--- src/dbm_pkg.sv ---
// Purpose: Shared constants for the delay buffer memory interface
// Assumes: APB with 32-bit data, one register per aligned word
// Notes:   Access lengths are counted in pclk cycles
package dbm_pkg;
  localparam int ADDR_W = 20;
  localparam int DATA_W = 24;
  localparam int CNT_W  = 5;

  // Register byte offsets
  localparam logic [7:0] OFF_CTRL   = 8'h00;
  localparam logic [7:0] OFF_STATUS = 8'h04;
  localparam logic [7:0] OFF_BASE   = 8'h08;
  localparam logic [7:0] OFF_ROFF   = 8'h0C;
  localparam logic [7:0] OFF_WDATA  = 8'h10;
  localparam logic [7:0] OFF_RDATA  = 8'h14;
  localparam logic [7:0] OFF_REFR   = 8'h18;

  // Control register fields
  localparam int CTRL_RINC  = 0;
  localparam int CTRL_WINC  = 1;
  localparam int CTRL_DRAM  = 2;
  localparam int CTRL_DTS   = 3;
  localparam int CTRL_SWS_L = 4;
  localparam int CTRL_W     = 8;
  localparam int REFR_W     = 16;

  // Status register fields
  localparam int STAT_BUSY  = 0;
  localparam int STAT_RFULL = 1;
  localparam int STAT_WEMPT = 2;
  localparam int STAT_RPEND = 3;
  localparam int STAT_WAIT  = 4;

  // Reset values
  localparam logic [CTRL_W-1:0] CTRL_RST = 8'h00;
  localparam logic [REFR_W-1:0] REFR_RST = 16'h0000;

  // Access lengths in cycles; pin data takes SYNC_LAT cycles to arrive
  localparam logic [CNT_W-1:0] SYNC_LAT      = 5'h02;
  localparam logic [CNT_W-1:0] ACC_DRAM_FAST = 5'h04;
  localparam logic [CNT_W-1:0] ACC_DRAM_SLOW = 5'h06;
  localparam logic [CNT_W-1:0] ACC_SRAM_BASE = 5'h02;

  typedef enum logic [0:0] {ST_IDLE, ST_ACCESS} dbm_state_e;
endpackage

--- src/dbm_sync.sv ---
// Purpose: Two flip-flop synchroniser for pin inputs
// Assumes: Input may change at any time relative to pclk
// Notes:   First stage feeds only the second stage
`timescale 1ns/1ps
module dbm_sync #(
  parameter int W = 1
) (
  input  wire logic         pclk,
  input  wire logic         presetn,
  input  wire logic [W-1:0] d,
  output logic      [W-1:0] q
);
  logic [W-1:0] meta_q;

  always_ff @(posedge pclk or negedge presetn) begin
    if (!presetn) begin
      meta_q <= '0;
      q      <= '0;
    end else begin
      meta_q <= d;
      q      <= meta_q;
    end
  end
endmodule

--- src/dbm_ctrl.sv ---
// Purpose: Delay buffer memory interface with APB register access
// Assumes: pclk 20 MHz, presetn asynchronous active low
// Notes:   One word access per trigger; write pending beats read pending
//
// How it works
// - Core wait does not stall the engine; started accesses finish.
// - Idle engine starts only on a new read or write trigger.
// - Wait changes no control, status or refresh register bit.
// - Read address is base pointer minus tap offset.
// - Each write to the tap offset register launches one read.
// - Base pointer stays put after reads when read increment is 0.
// - With write increment set, data goes to base, then base+1.
// - In DRAM mode timing select 0 is fast, 1 is slow.
`timescale 1ns/1ps
module dbm_ctrl (
  input  wire logic                       pclk,
  input  wire logic                       presetn,
  input  wire logic                       psel,
  input  wire logic                       penable,
  input  wire logic                       pwrite,
  input  wire logic [7:0]                 paddr,
  input  wire logic [31:0]                pwdata,
  output logic      [31:0]                prdata,
  output logic                            pready,
  output logic                            pslverr,
  input  wire logic                       core_wait,
  output logic      [dbm_pkg::ADDR_W-1:0] mem_addr,
  input  wire logic [dbm_pkg::DATA_W-1:0] mem_data_i,
  output logic      [dbm_pkg::DATA_W-1:0] mem_data_o,
  output logic                            mem_data_oe_n,
  output logic                            mem_ce_n,
  output logic                            mem_we_n,
  output logic                            mem_oe_n
);
  typedef struct packed {
    dbm_pkg::dbm_state_e                st;
    logic [dbm_pkg::CTRL_W-1:0]         ctrl;
    logic [dbm_pkg::REFR_W-1:0]         refr;
    logic [dbm_pkg::ADDR_W-1:0]         base;
    logic [dbm_pkg::ADDR_W-1:0]         roff;
    logic [dbm_pkg::DATA_W-1:0]         wdata;
    logic [dbm_pkg::DATA_W-1:0]         rdata;
    logic                               rd_pend;
    logic                               wr_pend;
    logic                               rd_full;
    logic                               is_wr;
    logic [dbm_pkg::CNT_W-1:0]          cnt;
    logic [dbm_pkg::ADDR_W-1:0]         addr;
    logic [dbm_pkg::DATA_W-1:0]         dout;
  } dbm_regs_s;

  dbm_regs_s s_q;
  dbm_regs_s s_d;

  logic                        wait_s;
  logic [dbm_pkg::DATA_W-1:0]  mem_data_s;
  logic                        apb_acc;
  logic                        apb_wr;
  logic                        mapped;
  logic [dbm_pkg::CNT_W-1:0]   acc_len;
  logic                        acc_done;

  dbm_sync #(.W(1)) u_wait_sync (
    .pclk    (pclk),
    .presetn (presetn),
    .d       (core_wait),
    .q       (wait_s)
  );

  dbm_sync #(.W(dbm_pkg::DATA_W)) u_data_sync (
    .pclk    (pclk),
    .presetn (presetn),
    .d       (mem_data_i),
    .q       (mem_data_s)
  );

  assign apb_acc  = psel && penable;
  assign apb_wr   = apb_acc && pwrite;
  assign acc_done = (s_q.st == dbm_pkg::ST_ACCESS) && (s_q.cnt == '0);
  assign mapped   = (paddr == dbm_pkg::OFF_CTRL)  ||
                    (paddr == dbm_pkg::OFF_STATUS) ||
                    (paddr == dbm_pkg::OFF_BASE)  ||
                    (paddr == dbm_pkg::OFF_ROFF)  ||
                    (paddr == dbm_pkg::OFF_WDATA) ||
                    (paddr == dbm_pkg::OFF_RDATA) ||
                    (paddr == dbm_pkg::OFF_REFR);

  always_comb begin
    if (s_q.ctrl[dbm_pkg::CTRL_DRAM]) begin
      acc_len = s_q.ctrl[dbm_pkg::CTRL_DTS] ? dbm_pkg::ACC_DRAM_SLOW
                                            : dbm_pkg::ACC_DRAM_FAST;
    end else begin
      acc_len = dbm_pkg::ACC_SRAM_BASE +
                {1'b0, s_q.ctrl[dbm_pkg::CTRL_SWS_L +: 4]};
    end
  end

  always_comb begin
    s_d = s_q;
    // Reading the data register empties it; a fresh capture below wins
    if (apb_acc && !pwrite && paddr == dbm_pkg::OFF_RDATA) begin
      s_d.rd_full = 1'b0;
    end
    // engine keeps counting whatever the core wait level
    case (s_q.st)
      dbm_pkg::ST_IDLE: begin
        // start only on a pending trigger
        if (s_q.wr_pend) begin
          s_d.st      = dbm_pkg::ST_ACCESS;
          s_d.is_wr   = 1'b1;
          s_d.wr_pend = 1'b0;
          s_d.addr    = s_q.base;
          s_d.dout    = s_q.wdata;
          s_d.cnt     = acc_len;
        end else if (s_q.rd_pend) begin
          s_d.st      = dbm_pkg::ST_ACCESS;
          s_d.is_wr   = 1'b0;
          s_d.rd_pend = 1'b0;
          s_d.addr    = s_q.base - s_q.roff;
          s_d.cnt     = acc_len + dbm_pkg::SYNC_LAT;
        end
      end
      dbm_pkg::ST_ACCESS: begin
        if (s_q.cnt != '0) begin
          s_d.cnt = s_q.cnt - 1'b1;
        end else begin
          s_d.st = dbm_pkg::ST_IDLE;
          if (s_q.is_wr) begin
            if (s_q.ctrl[dbm_pkg::CTRL_WINC]) begin
              s_d.base = s_q.base + 1'b1;
            end
          end else begin
            s_d.rdata   = mem_data_s;
            s_d.rd_full = 1'b1;
            // base held unless read increment set
            if (s_q.ctrl[dbm_pkg::CTRL_RINC]) begin
              s_d.base = s_q.base + 1'b1;
            end
          end
        end
      end
      default: s_d.st = dbm_pkg::ST_IDLE;
    endcase
    // Software writes come last so a trigger beats a same-cycle clear
    if (apb_wr) begin
      case (paddr)
        dbm_pkg::OFF_CTRL: s_d.ctrl = pwdata[dbm_pkg::CTRL_W-1:0];
        dbm_pkg::OFF_REFR: s_d.refr = pwdata[dbm_pkg::REFR_W-1:0];
        dbm_pkg::OFF_BASE: s_d.base = pwdata[dbm_pkg::ADDR_W-1:0];
        dbm_pkg::OFF_ROFF: begin
          s_d.roff    = pwdata[dbm_pkg::ADDR_W-1:0];
          s_d.rd_pend = 1'b1;
        end
        dbm_pkg::OFF_WDATA: begin
          s_d.wdata   = pwdata[dbm_pkg::DATA_W-1:0];
          s_d.wr_pend = 1'b1;
        end
        default: s_d.ctrl = s_d.ctrl;
      endcase
    end
  end

  // wait level is never an input to any register here
  always_ff @(posedge pclk or negedge presetn) begin
    if (!presetn) begin
      s_q      <= '0;
      s_q.st   <= dbm_pkg::ST_IDLE;
      s_q.ctrl <= dbm_pkg::CTRL_RST;
      s_q.refr <= dbm_pkg::REFR_RST;
    end else begin
      s_q <= s_d;
    end
  end

  always_comb begin
    prdata = 32'h0000_0000;
    case (paddr)
      dbm_pkg::OFF_CTRL:   prdata[dbm_pkg::CTRL_W-1:0] = s_q.ctrl;
      dbm_pkg::OFF_REFR:   prdata[dbm_pkg::REFR_W-1:0] = s_q.refr;
      dbm_pkg::OFF_BASE:   prdata[dbm_pkg::ADDR_W-1:0] = s_q.base;
      dbm_pkg::OFF_ROFF:   prdata[dbm_pkg::ADDR_W-1:0] = s_q.roff;
      dbm_pkg::OFF_WDATA:  prdata[dbm_pkg::DATA_W-1:0] = s_q.wdata;
      dbm_pkg::OFF_RDATA:  prdata[dbm_pkg::DATA_W-1:0] = s_q.rdata;
      dbm_pkg::OFF_STATUS: begin
        prdata[dbm_pkg::STAT_BUSY]  = (s_q.st == dbm_pkg::ST_ACCESS);
        prdata[dbm_pkg::STAT_RFULL] = s_q.rd_full;
        prdata[dbm_pkg::STAT_WEMPT] = !s_q.wr_pend;
        prdata[dbm_pkg::STAT_RPEND] = s_q.rd_pend;
        // wait level kept out of status, so Wait flips no bit
        prdata[dbm_pkg::STAT_WAIT]  = 1'b0;
      end
      default: prdata = 32'h0000_0000;
    endcase
  end

  assign pready        = 1'b1;
  assign pslverr       = apb_acc && !mapped;
  assign mem_addr      = s_q.addr;
  assign mem_data_o    = s_q.dout;
  assign mem_ce_n      = (s_q.st != dbm_pkg::ST_ACCESS);
  assign mem_we_n      = !((s_q.st == dbm_pkg::ST_ACCESS) && s_q.is_wr);
  assign mem_oe_n      = !((s_q.st == dbm_pkg::ST_ACCESS) && !s_q.is_wr);
  assign mem_data_oe_n = mem_we_n;

  logic base_wr;
  assign base_wr = apb_wr && (paddr == dbm_pkg::OFF_BASE);
endmodule

--- config.mk ---
export PLATFORM = sky130hd
export DESIGN_NAME = dbm_ctrl
export DESIGN_NICKNAME = d
export VERILOG_FILES = /design/src/dbm_pkg.sv /design/src/dbm_sync.sv /design/src/dbm_ctrl.sv
export SDC_FILE = /design/constraint.sdc
export NUM_CORES = 1
export LEC_CHECK = 0
export BUFFER_PORTS_ARGS = -buffer_cell sky130_fd_sc_hd__buf_2
export CORE_MARGIN = 1
export CORE_UTILIZATION = 60
export CTS_CLUSTER_SIZE = 10
export DETAILED_ROUTE_END_ITERATION = 10
export GPL_TIMING_DRIVEN = 0
export PLACE_DENSITY = 0.88
export SYNTH_ARGS = -nofsm -noshare
export SYNTH_HDL_FRONTEND = slang
export SYNTH_SLANG_ARGS = --single-unit
--- constraint.sdc ---
create_clock -name pclk -period 5.5 [get_ports pclk]
set_input_delay 1.1 -clock pclk [delete_from_list [all_inputs] [get_ports pclk]]
set_output_delay 1.1 -clock pclk [all_outputs]
set_load 0.02 [all_outputs]
=== Word-level counts from Yosys, hierarchy flattened ===
Cells that the tools add are included.

* Register bits: 214
* Word-level logic and storage cells: 95
* Input bits: 70
* Output and inout bits: 82

* Mux-type cells: 33
* Eq/ne operators: 8
* Reductions and logical operators: 30
* $add $sub $neg: 5
* Bitwise logic cells: 3

{| class="wikitable"
|+ Operator list
! kind !! count
|-
| 2-to-1 mux 20 bit || 7
|-
| 2-to-1 mux 64 bit || 1
|-
| 2-to-1 mux 26 bit || 2
|-
| one-hot mux 8 bit (5 select lines) || 1
|-
| one-hot mux 5 bit (7 select lines) || 1
|-
| equality test 8 x 5 -> 1 bit (second input constant) || 3
|-
| 2-to-1 mux 24 bit || 1
|-
| adder 20 x 1 -> 20 bit (second input constant) || 1
|-
| subtractor 20 bit || 1
|-
| one-hot mux 3 bit (6 select lines) || 1
|-
| equality test 8 x 4 -> 1 bit (second input constant) || 2
|-
| one-hot mux 4 bit (4 select lines) || 1
|-
| AND reduction 2 bit || 7
|-
| 2-to-1 mux 1 bit || 10
|-
| 2-to-1 mux 5 bit || 2
|-
| one-hot mux 5 bit (2 select lines) || 1
|-
| equality test 8 x 3 -> 1 bit (second input constant) || 1
|-
| logical NOT 8 bit || 1
|-
| one-hot mux 4 bit (2 select lines) || 1
|-
| logical AND 1 bit || 7
|-
| logical NOT 1 bit || 6
|-
| logical OR 1 bit || 6
|-
| 2-to-1 mux 2 bit || 3
|-
| adder 2 x 4 -> 5 bit (first input constant) || 1
|-
| other kinds (9) || 11
|}

=== Longest topological paths before layout ===
Gate-level depths: netlist of the first run.

* Depth in word-level cells: 9
* Depth in mapped cells: 10
* Depth with buffers taken out: 10

=== Hierarchy ===
A second synthesis of the first run with hierarchy kept.

* Cell total of the unflattened synthesis: 900
* Area, all modules: 10385.0 sq um

{| class="wikitable"
|+ Modules (own cells, without submodules)
! module !! cells each !! sequential area each (sq um) !! times used !! area each (sq um)
|-
| dbm_ctrl || 852 || 4154.0 || 1 || 9183.8
|-
| dbm_sync || 48 || 1201.2 || 1 || 1201.2
|}

=== Worst setup path before layout of the first run ===
OpenSTA, ideal clock, no wires.

* Path kind: input -> output
* Start point: input paddr[7]
* End point: output prdata[15]
* Path slack: 1587 ps
* Path buffers: 2
* Arrival: 2813 ps
* Data required time: 4400 ps
* Stages: 7
* Cell sequence: or4_1 -> or3_1 -> buf_4 -> nor2_8 -> buf_1 -> a222oi_1 -> nand2_1

* Cells in the longest elaborated chain, start to end: 2
* Elaborated cells on any way between the ends: 6
* Those cells by class: eq/ne: 5; mux: 1

{| class="wikitable"
|+ Ends and longest elaborated chain
! item !! RTL line !! RTL
|-
| start, declared || dbm_ctrl.sv:21 || <nowiki>input wire logic [7:0] paddr,</nowiki>
|-
| equality test 8 x 5 -> 1 bit / equality test 8 x 4 -> 1 bit (equally long branches) || dbm_ctrl.sv:177 || <nowiki>case (paddr)</nowiki>
|-
| one-hot mux 8 bit (5 select lines) * || dbm_ctrl.sv:177 ||
|-
| end, declared || dbm_ctrl.sv:23 || <nowiki>output logic [31:0] prdata,</nowiki>
|}

Every way passes the cells marked *; elsewhere a longest branch is shown, timed or not.

=== Worst setup path in the final report of the first run ===
* Start point: input paddr[7]
* End point: output prdata[6]

* Cells in the longest elaborated chain, start to end: 2
* Elaborated cells on any way between the ends: 7
* Those cells by class: eq/ne: 5; mux: 1; reduce/logical: 1

{| class="wikitable"
|+ Ends and longest elaborated chain
! item !! RTL line
|-
| equality test 8 x 5 -> 1 bit, or another cell as far along || dbm_ctrl.sv:177
|-
| one-hot mux 3 bit (6 select lines) * || dbm_ctrl.sv:177
|}

Marks and branches as above.

==> results of run 1 <==
[worst reg2reg max path, stage by stage (launching register included)]
cell      delay, ns
dfrtp_1        0.53
inv_1          0.08
ha_1           0.22
fa_1           0.38
nor2b_1        0.23
o21ba_2        0.18
o21ai_0        0.12
a211oi_1       0.39
a41oi_1        0.21
xor2_1         0.18
o22ai_1        0.16
[stage by stage]
stage / area [µm²] / utilization [%] / setup TNS (ns)
final: 11840 / 71.38 / 0
after global routing: 11840 / 71.38 / 0
after CTS: 11840 / 71.37 / 0
after detailed placement: 11170 / 67.33 / 0
after global placement: 11130 / 67.10 / -19.28
after floorplan: 10190 / - / 0
[how the worst min path moves through the flow]
stage	start	to	slack, ns	cells after the start
floorplan	u_data_sync.meta_q[0]$_DFF_PN0_	u_data_sync.q[0]$_DFF_PN0_	0.33	0
global placement	u_data_sync.meta_q[22]$_DFF_PN0_	u_data_sync.q[22]$_DFF_PN0_	0.33	0
detailed placement	u_data_sync.meta_q[12]$_DFF_PN0_	u_data_sync.q[12]$_DFF_PN0_	0.33	0
CTS	u_data_sync.meta_q[17]$_DFF_PN0_	u_data_sync.q[17]$_DFF_PN0_	0.35	0
global route	u_data_sync.meta_q[22]$_DFF_PN0_	u_data_sync.q[22]$_DFF_PN0_	0.35	0
finish	u_data_sync.meta_q[12]$_DFF_PN0_	u_data_sync.q[12]$_DFF_PN0_	0.34	0
[logic make-up after synthesis]
| logic type | share of synthesized area [%] |
|---|---|
| simple gates | 10.18 |
| flops | 52.70 |
| compound gates | 12.60 |
| buf+inv | 6.736 |
| mux | 11.37 |
| xor+xnor | 3.189 |
| fa+ha+maj | 3.152 |
| other cells | 0.07391 |
[report_power, final]
part / internal [mW] / total [mW] / switching, mW
clock network: 0.831 / 1.41 / 0.582
logic: 0.276 / 0.616 / 0.340
registers: 1.73 / 1.84 / 0.110
total: 2.84 / 3.87 / 1.03
[Yosys cell counts, types with 8 or more instances]
| cell | count |
|---|---|
| dfrtp_1 | 214 |
| mux2_2 | 90 |
| nand2_1 | 76 |
| buf_4 | 56 |
| a21oi_1 | 53 |
| nor2_1 | 52 |
| o21ai_0 | 48 |
| inv_1 | 30 |
| a22oi_1 | 28 |
| clkbuf_1 | 27 |
| nand3_1 | 27 |
| ha_1 | 24 |
| xnor2_1 | 22 |
| xor2_1 | 15 |
| a222oi_1 | 12 |
| and3_1 | 11 |
| a21o_1 | 10 |
| mux2_1 | 9 |
| nor3_1 | 9 |
| a22o_1 | 8 |
[sequential cells by signal, summed over array words and instances (netlist names)]
| register | count |
|---|---|
| s_q | 122 |
| mem_data_o | 24 |
| u_data_sync.q | 24 |
| mem_addr | 20 |
| u_data_sync.meta_q | 24 |
[per-layer routing]
layer	GRT usage, %	vias up
met5	0	-
met1	39.75	3757
met2	48.56	429
met4	13.24	0
met3	5.421	75
li1	-	3523
[final cells by class]
| cell class | instances | area [µm²] |
|---|---|---|
| clock buffer | 29 | 660.6 |
| tap | 220 | 275.3 |
| buffer | 93 | 568.0 |
| inverter | 31 | 116.4 |
| fill | 1162 | 4746 |
| antenna | 1 | 2.502 |
| clock inverter | 1 | 8.758 |
| timing repair buffer | 134 | 703.2 |
| multi-input combinational | 587 | 4148 |
| sequential | 214 | 5355 |
==> impl_metrics.json, run 1 <==
{
  "final_max_slew_viol_count": 0,
  "dr.pass1.iters": 5,
  "cp_slowest_stage_delay_ns": 0.61,
  "antenna_found_initial": 1,
  "met3_length_um": 2355,
  "max-vdd-ir-drop_v": 0.0003441,
  "die_x_um": 132.1,
  "fin_cells": 1310,
  "synth_top_area_cell": "dfrtp_1",
  "synth_area_leaders": "dfrtp_1 (53%), mux2_2 (10%), buf_4 (4.1%)",
  "crit_arrival_ns": 3.67,
  "hold_buffers": 0,
  "path_buf_inv": 3,
  "drive_above_1_share_pct": 30.03,
  "met1Wirelength_um": 10270,
  "synth_edf_count": 0,
  "top_layer": "met4",
  "fin_nets": 1181,
  "cp-end-kind": "output pin",
  "core_region_area_um2": 16580,
  "wl_um": 25900,
  "place_ws_ns": 0.8669,
  "initialDrtViolationCount": 977,
  "rows": 47,
  "hold_violations": 0,
  "synth_cell_types": 59,
  "clockRootBuffer": "clkbuf_16",
  "finalSetupViolations": 0,
  "cap_violations": 0,
  "worstPathCellList": "buf_2, or4_1, nor2_1, nand2_1, nor2_2, clkbuf_1, a22oi_1, nand3_1, buf_2",
  "grt_pass1_vias": 7708,
  "worst_pin_slew_ns": 0.8070,
  "cpMaxStageDelayCell": "clkbuf_1",
  "avgSynthCellArea_um2": 11.07,
  "cts_max_path_buffers": 3,
  "crit_type": "in2out",
  "syn_inst": 918,
  "die_area_um2": 17460,
  "synth_top_area_share_pct": 52.70,
  "cpLargestDelayFamily": "simple AND/OR/NAND/NOR gates",
  "hp-class": "reg2reg",
  "htree_levels": 1,
  "synth.yosys.seq_area_share_pct": 52.70,
  "power_density_nw_per_um2": 326.7,
  "rr_endpoint": "mem_addr[18]$_DFFE_PN0P_",
  "reg2reg_from": "s_q[121]$_DFF_PN0_",
  "portBuffers": 133,
  "ys_seq_elements": 214,
  "final_cell_mix": "dfrtp_1 (214), buf_2 (139), mux2_2 (90)",
  "slew_headroom_pct": 46.20,
  "critical_path_depth": 9,
  "crit_path_frequent_cell": "buf_2",
  "cp-endpoint": "prdata[6]",
  "rsz0062_at_grt": "false",
  "mostFrequentLayoutCell": "dfrtp_1",
  "synthArstFlopShare_pct": 100.0,
  "finalClockSkew_ns": 0.01897,
  "cts_buffers": 25,
  "r2r_setup_slack_ns": 2.71,
  "syn_area_um2": 10160,
  "min_period_ns": 4.771,
  "viasPerCell": 5.942,
  "grt_max_degree": 117,
  "vias": 7784,
  "p_leak_nw": 6.035,
  "die_h_um": 132.1,
  "synth_flop_cell": "dfrtp_1",
  "overflow": 0,
  "grt_use_total_pct": 29.96,
  "place_congestion": 0.9190,
  "cp-start-kind": "input pin",
  "wl_per_cell_um": 19.77,
  "worst_slack_ns": 0.7292,
  "placed_cells": 1279,
  "numClockSinks": 214,
  "fin_total_pwr_mw": 3.867,
  "initial_utilization_pct": 61.27,
  "met2_length_um": 12360,
  "grt_pass1_wl_um": 40720,
  "ant_nets": 0,
  "max_freq_mhz": 209.6,
  "io_pins": 152,
  "postCtsSetupBuffers": 0,
  "area_growth_pct": 16.50,
  "status": "complete, no violations",
  "cp_data_required_time_ns": 4.40,
  "post_cts_resize_count": 0,
  "cts.clk_slew.worst_paths_ns": 0.05,
  "setup.worst_path.start": "paddr[7]",
  "critPathMaxFanout": 10,
  "r2r_cells": 10,
  "insertion_delay_ns": 0.52,
  "fin_crit_sh_pct": 86.74,
  "fin_hold_ws_ns": 0.3447,
  "cts_tree": "yes",
  "dp_hpwl_um": 18340,
  "drc": 0,
  "yosys_warnings": 0
}
(Power assumes the default switching activity.)
==> run 2: changes to the inputs <==
--- a/config.mk
+++ b/config.mk
@@ -12,6 +12,7 @@
 export DETAILED_ROUTE_END_ITERATION = 10
 export GPL_TIMING_DRIVEN = 0
 export PLACE_DENSITY = 0.88
+export REMOVE_ABC_BUFFERS = 1
 export SYNTH_ARGS = -nofsm -noshare
 export SYNTH_HDL_FRONTEND = slang
 export SYNTH_SLANG_ARGS = --single-unit
==> constraint.sdc (replaced) <==
create_clock -name pclk -period 5.5 [get_ports pclk]
set_input_delay 0 -clock pclk [delete_from_list [all_inputs] [get_ports pclk]]
set_output_delay 0 -clock pclk [all_outputs]
set_load 0.02 [all_outputs]
==> run 2 against run 1 <==
- combinational power fell by 4.4%
- routed wire length is 6.8% lower
- worst setup slack better by 1.5 ns
- sequential share of layout area about the same
- hold slack lost 0.24 ns
- sequential power about the same
- global-route usage fell by 1.2 points
- register-to-register slack lost 0.36 ns
- clock-buffer cell count decreased by 2
- via count shrank 3.8%
- utilization about the same
==> impl_metrics.json, run 2 (synthesized netlist as in run 1, its figures left out) <==
{
  "setup.worst_path.start": "s_q[51]$_DFF_PN0_",
  "r2r_setup_slack_ns": 2.35,
  "critPathMaxFanout": 37,
  "place_ws_ns": 2.243,
  "cp_slowest_stage_delay_ns": 1.27,
  "max_freq_mhz": 309.4,
  "die_h_um": 132.1,
  "dp_hpwl_um": 15430,
  "grt_use_total_pct": 28.74,
  "cp-start-kind": "register",
  "tns_ns": 0,
  "ant_nets": 0,
  "fin_hold_ws_ns": 0.1068,
  "multi_input_area_um2": 4173,
  "critical_path_depth": 4,
  "final_max_slew_viol_count": 0,
  "cts_buffers": 25,
  "hold_violations": 0,
  "portBuffers": 133,
  "post-route-util_pct": 71.40,
  "antenna_found_initial": 1,
  "rows": 47,
  "r2r_cells": 6,
  "mostFrequentLayoutCell": "dfrtp_1",
  "core_region_area_um2": 16580,
  "worst_slack_ns": 2.268,
  "io_pins": 152,
  "met3_length_um": 1782,
  "wl_per_cell_um": 19.02,
  "met2_length_um": 11530,
  "cts.clk_slew.worst_paths_ns": 0.05,
  "status": "complete, no violations",
  "rr_endpoint": "s_q[138]$_DFF_PN0_",
  "insertion_delay_ns": 0.51,
  "cp_data_required_time_ns": 5.50,
  "cp-endpoint": "prdata[2]",
  "dr.pass1.iters": 8,
  "fin_total_pwr_mw": 3.851,
  "die_x_um": 132.1,
  "largest_register_ffs": 122,
  "numClockSinks": 214,
  "top_register": "s_q",
  "grt_pass1_wl_um": 39610,
  "top_layer": "met4",
  "wl_um": 24140,
  "crit_arrival_ns": 3.23,
  "met1Wirelength_um": 10340,
  "hp-class": "in2async",
  "rsz0062_at_grt": "false",
  "overflow": 0,
  "max-vdd-ir-drop_v": 0.0002820,
  "clockRootBuffer": "clkbuf_16",
  "initial_utilization_pct": 61.27,
  "reg2reg_from": "s_q[165]$_DFF_PN0_",
  "initialDrtViolationCount": 735,
  "viasPerCell": 5.903,
  "die_area_um2": 17460,
  "power_density_nw_per_um2": 325.3,
  "cp-end-kind": "output pin",
  "grt_pass1_vias": 7653,
  "fin_nets": 1142,
  "cpLargestDelayFamily": "flip-flops",
  "vias": 7491,
  "final_cell_mix": "dfrtp_1 (214), buf_2 (132), mux2_2 (90)",
  "p_leak_nw": 5.906,
  "finalClockSkew_ns": 0.01642,
  "drive_above_1_share_pct": 25.95,
  "worst_pin_slew_ns": 1.384,
  "worstPathCellList": "clkinv_1, a222oi_1, nand3_1, buf_2",
  "final.fill_count": 1129,
  "htree_levels": 1,
  "ff_latch_area_um2": 5355,
  "fin_crit_sh_pct": 58.76,
  "cpMaxStageDelayCell": "dfrtp_1",
  "finalSetupViolations": 0,
  "cts_tree": "yes",
  "grt_max_degree": 117,
  "cap_violations": 0,
  "drc": 0,
  "slew_headroom_pct": 7.725,
  "place_congestion": 0.8938,
  "path_buf_inv": 2,
  "min_period_ns": 3.232,
  "crit_type": "reg2out",
  "area_growth_pct": 16.53,
  "cts_max_path_buffers": 3
}
[run 2: worst min path at each step]
stage / startpoint / end / slack, ns / cells after the start
6_report: presetn / s_q[98]$_DFFE_PN0P_ / 0.11 / 2
3_3_place_gp: mem_data_i[21] / u_data_sync.meta_q[21]$_DFF_PN0_ / 0.11 / 1
4_1_cts: paddr[2] / s_q[164]$_DFFE_PN0P_ / 0.10 / 4
2_1_floorplan: presetn / mem_addr[0]$_DFFE_PN0P_ / -0.30 / 0
3_5_place_dp: presetn / s_q[98]$_DFFE_PN0P_ / 0.08 / 1
5_1_grt: mem_data_i[15] / u_data_sync.meta_q[15]$_DFF_PN0_ / 0.12 / 2
[run 2: final cells by class]
type,instances,share of cell area [%]
Antenna cell,1,0.02113
Clock buffer,27,5.347
Clock inverter,1,0.2536
Inverter,31,0.9828
Multi-Input combinational cell,587,35.24
Sequential cell,214,45.23
Tap cell,220,2.325
Timing Repair Buffer,188,10.60
[run 2: power by group]
part           switching, mW  internal [mW]  total (mW)  leakage, nW
Combinational          0.327          0.261       0.589         2.96
Sequential             0.112           1.73        1.84         2.62
Clock                  0.577          0.847        1.42        0.325
Total                   1.02           2.84        3.85         5.91
[run 2: metal layers]
layer	GRT usage (%)	vias up
li1	-	3445
met3	4.152	46
met4	9.561	0
met5	0	-
met1	39.74	3692
met2	47.06	308
[run 2: stage by stage]
stage | instance area (µm²) | cells
global route | 11840 | 1269
floorplan | 9619 | 832
global placement | 10560 | 1185
CTS | 11830 | 1268
detailed placement | 10660 | 1189
finish | 11840 | 1269
[run 2: repair_timing]
item                                   in CTS  in global routing
hold buffers                               51                  0
endpoints found under the hold margin     211                  0
gates resized for setup                     0                  0
setup buffers                               0                  0
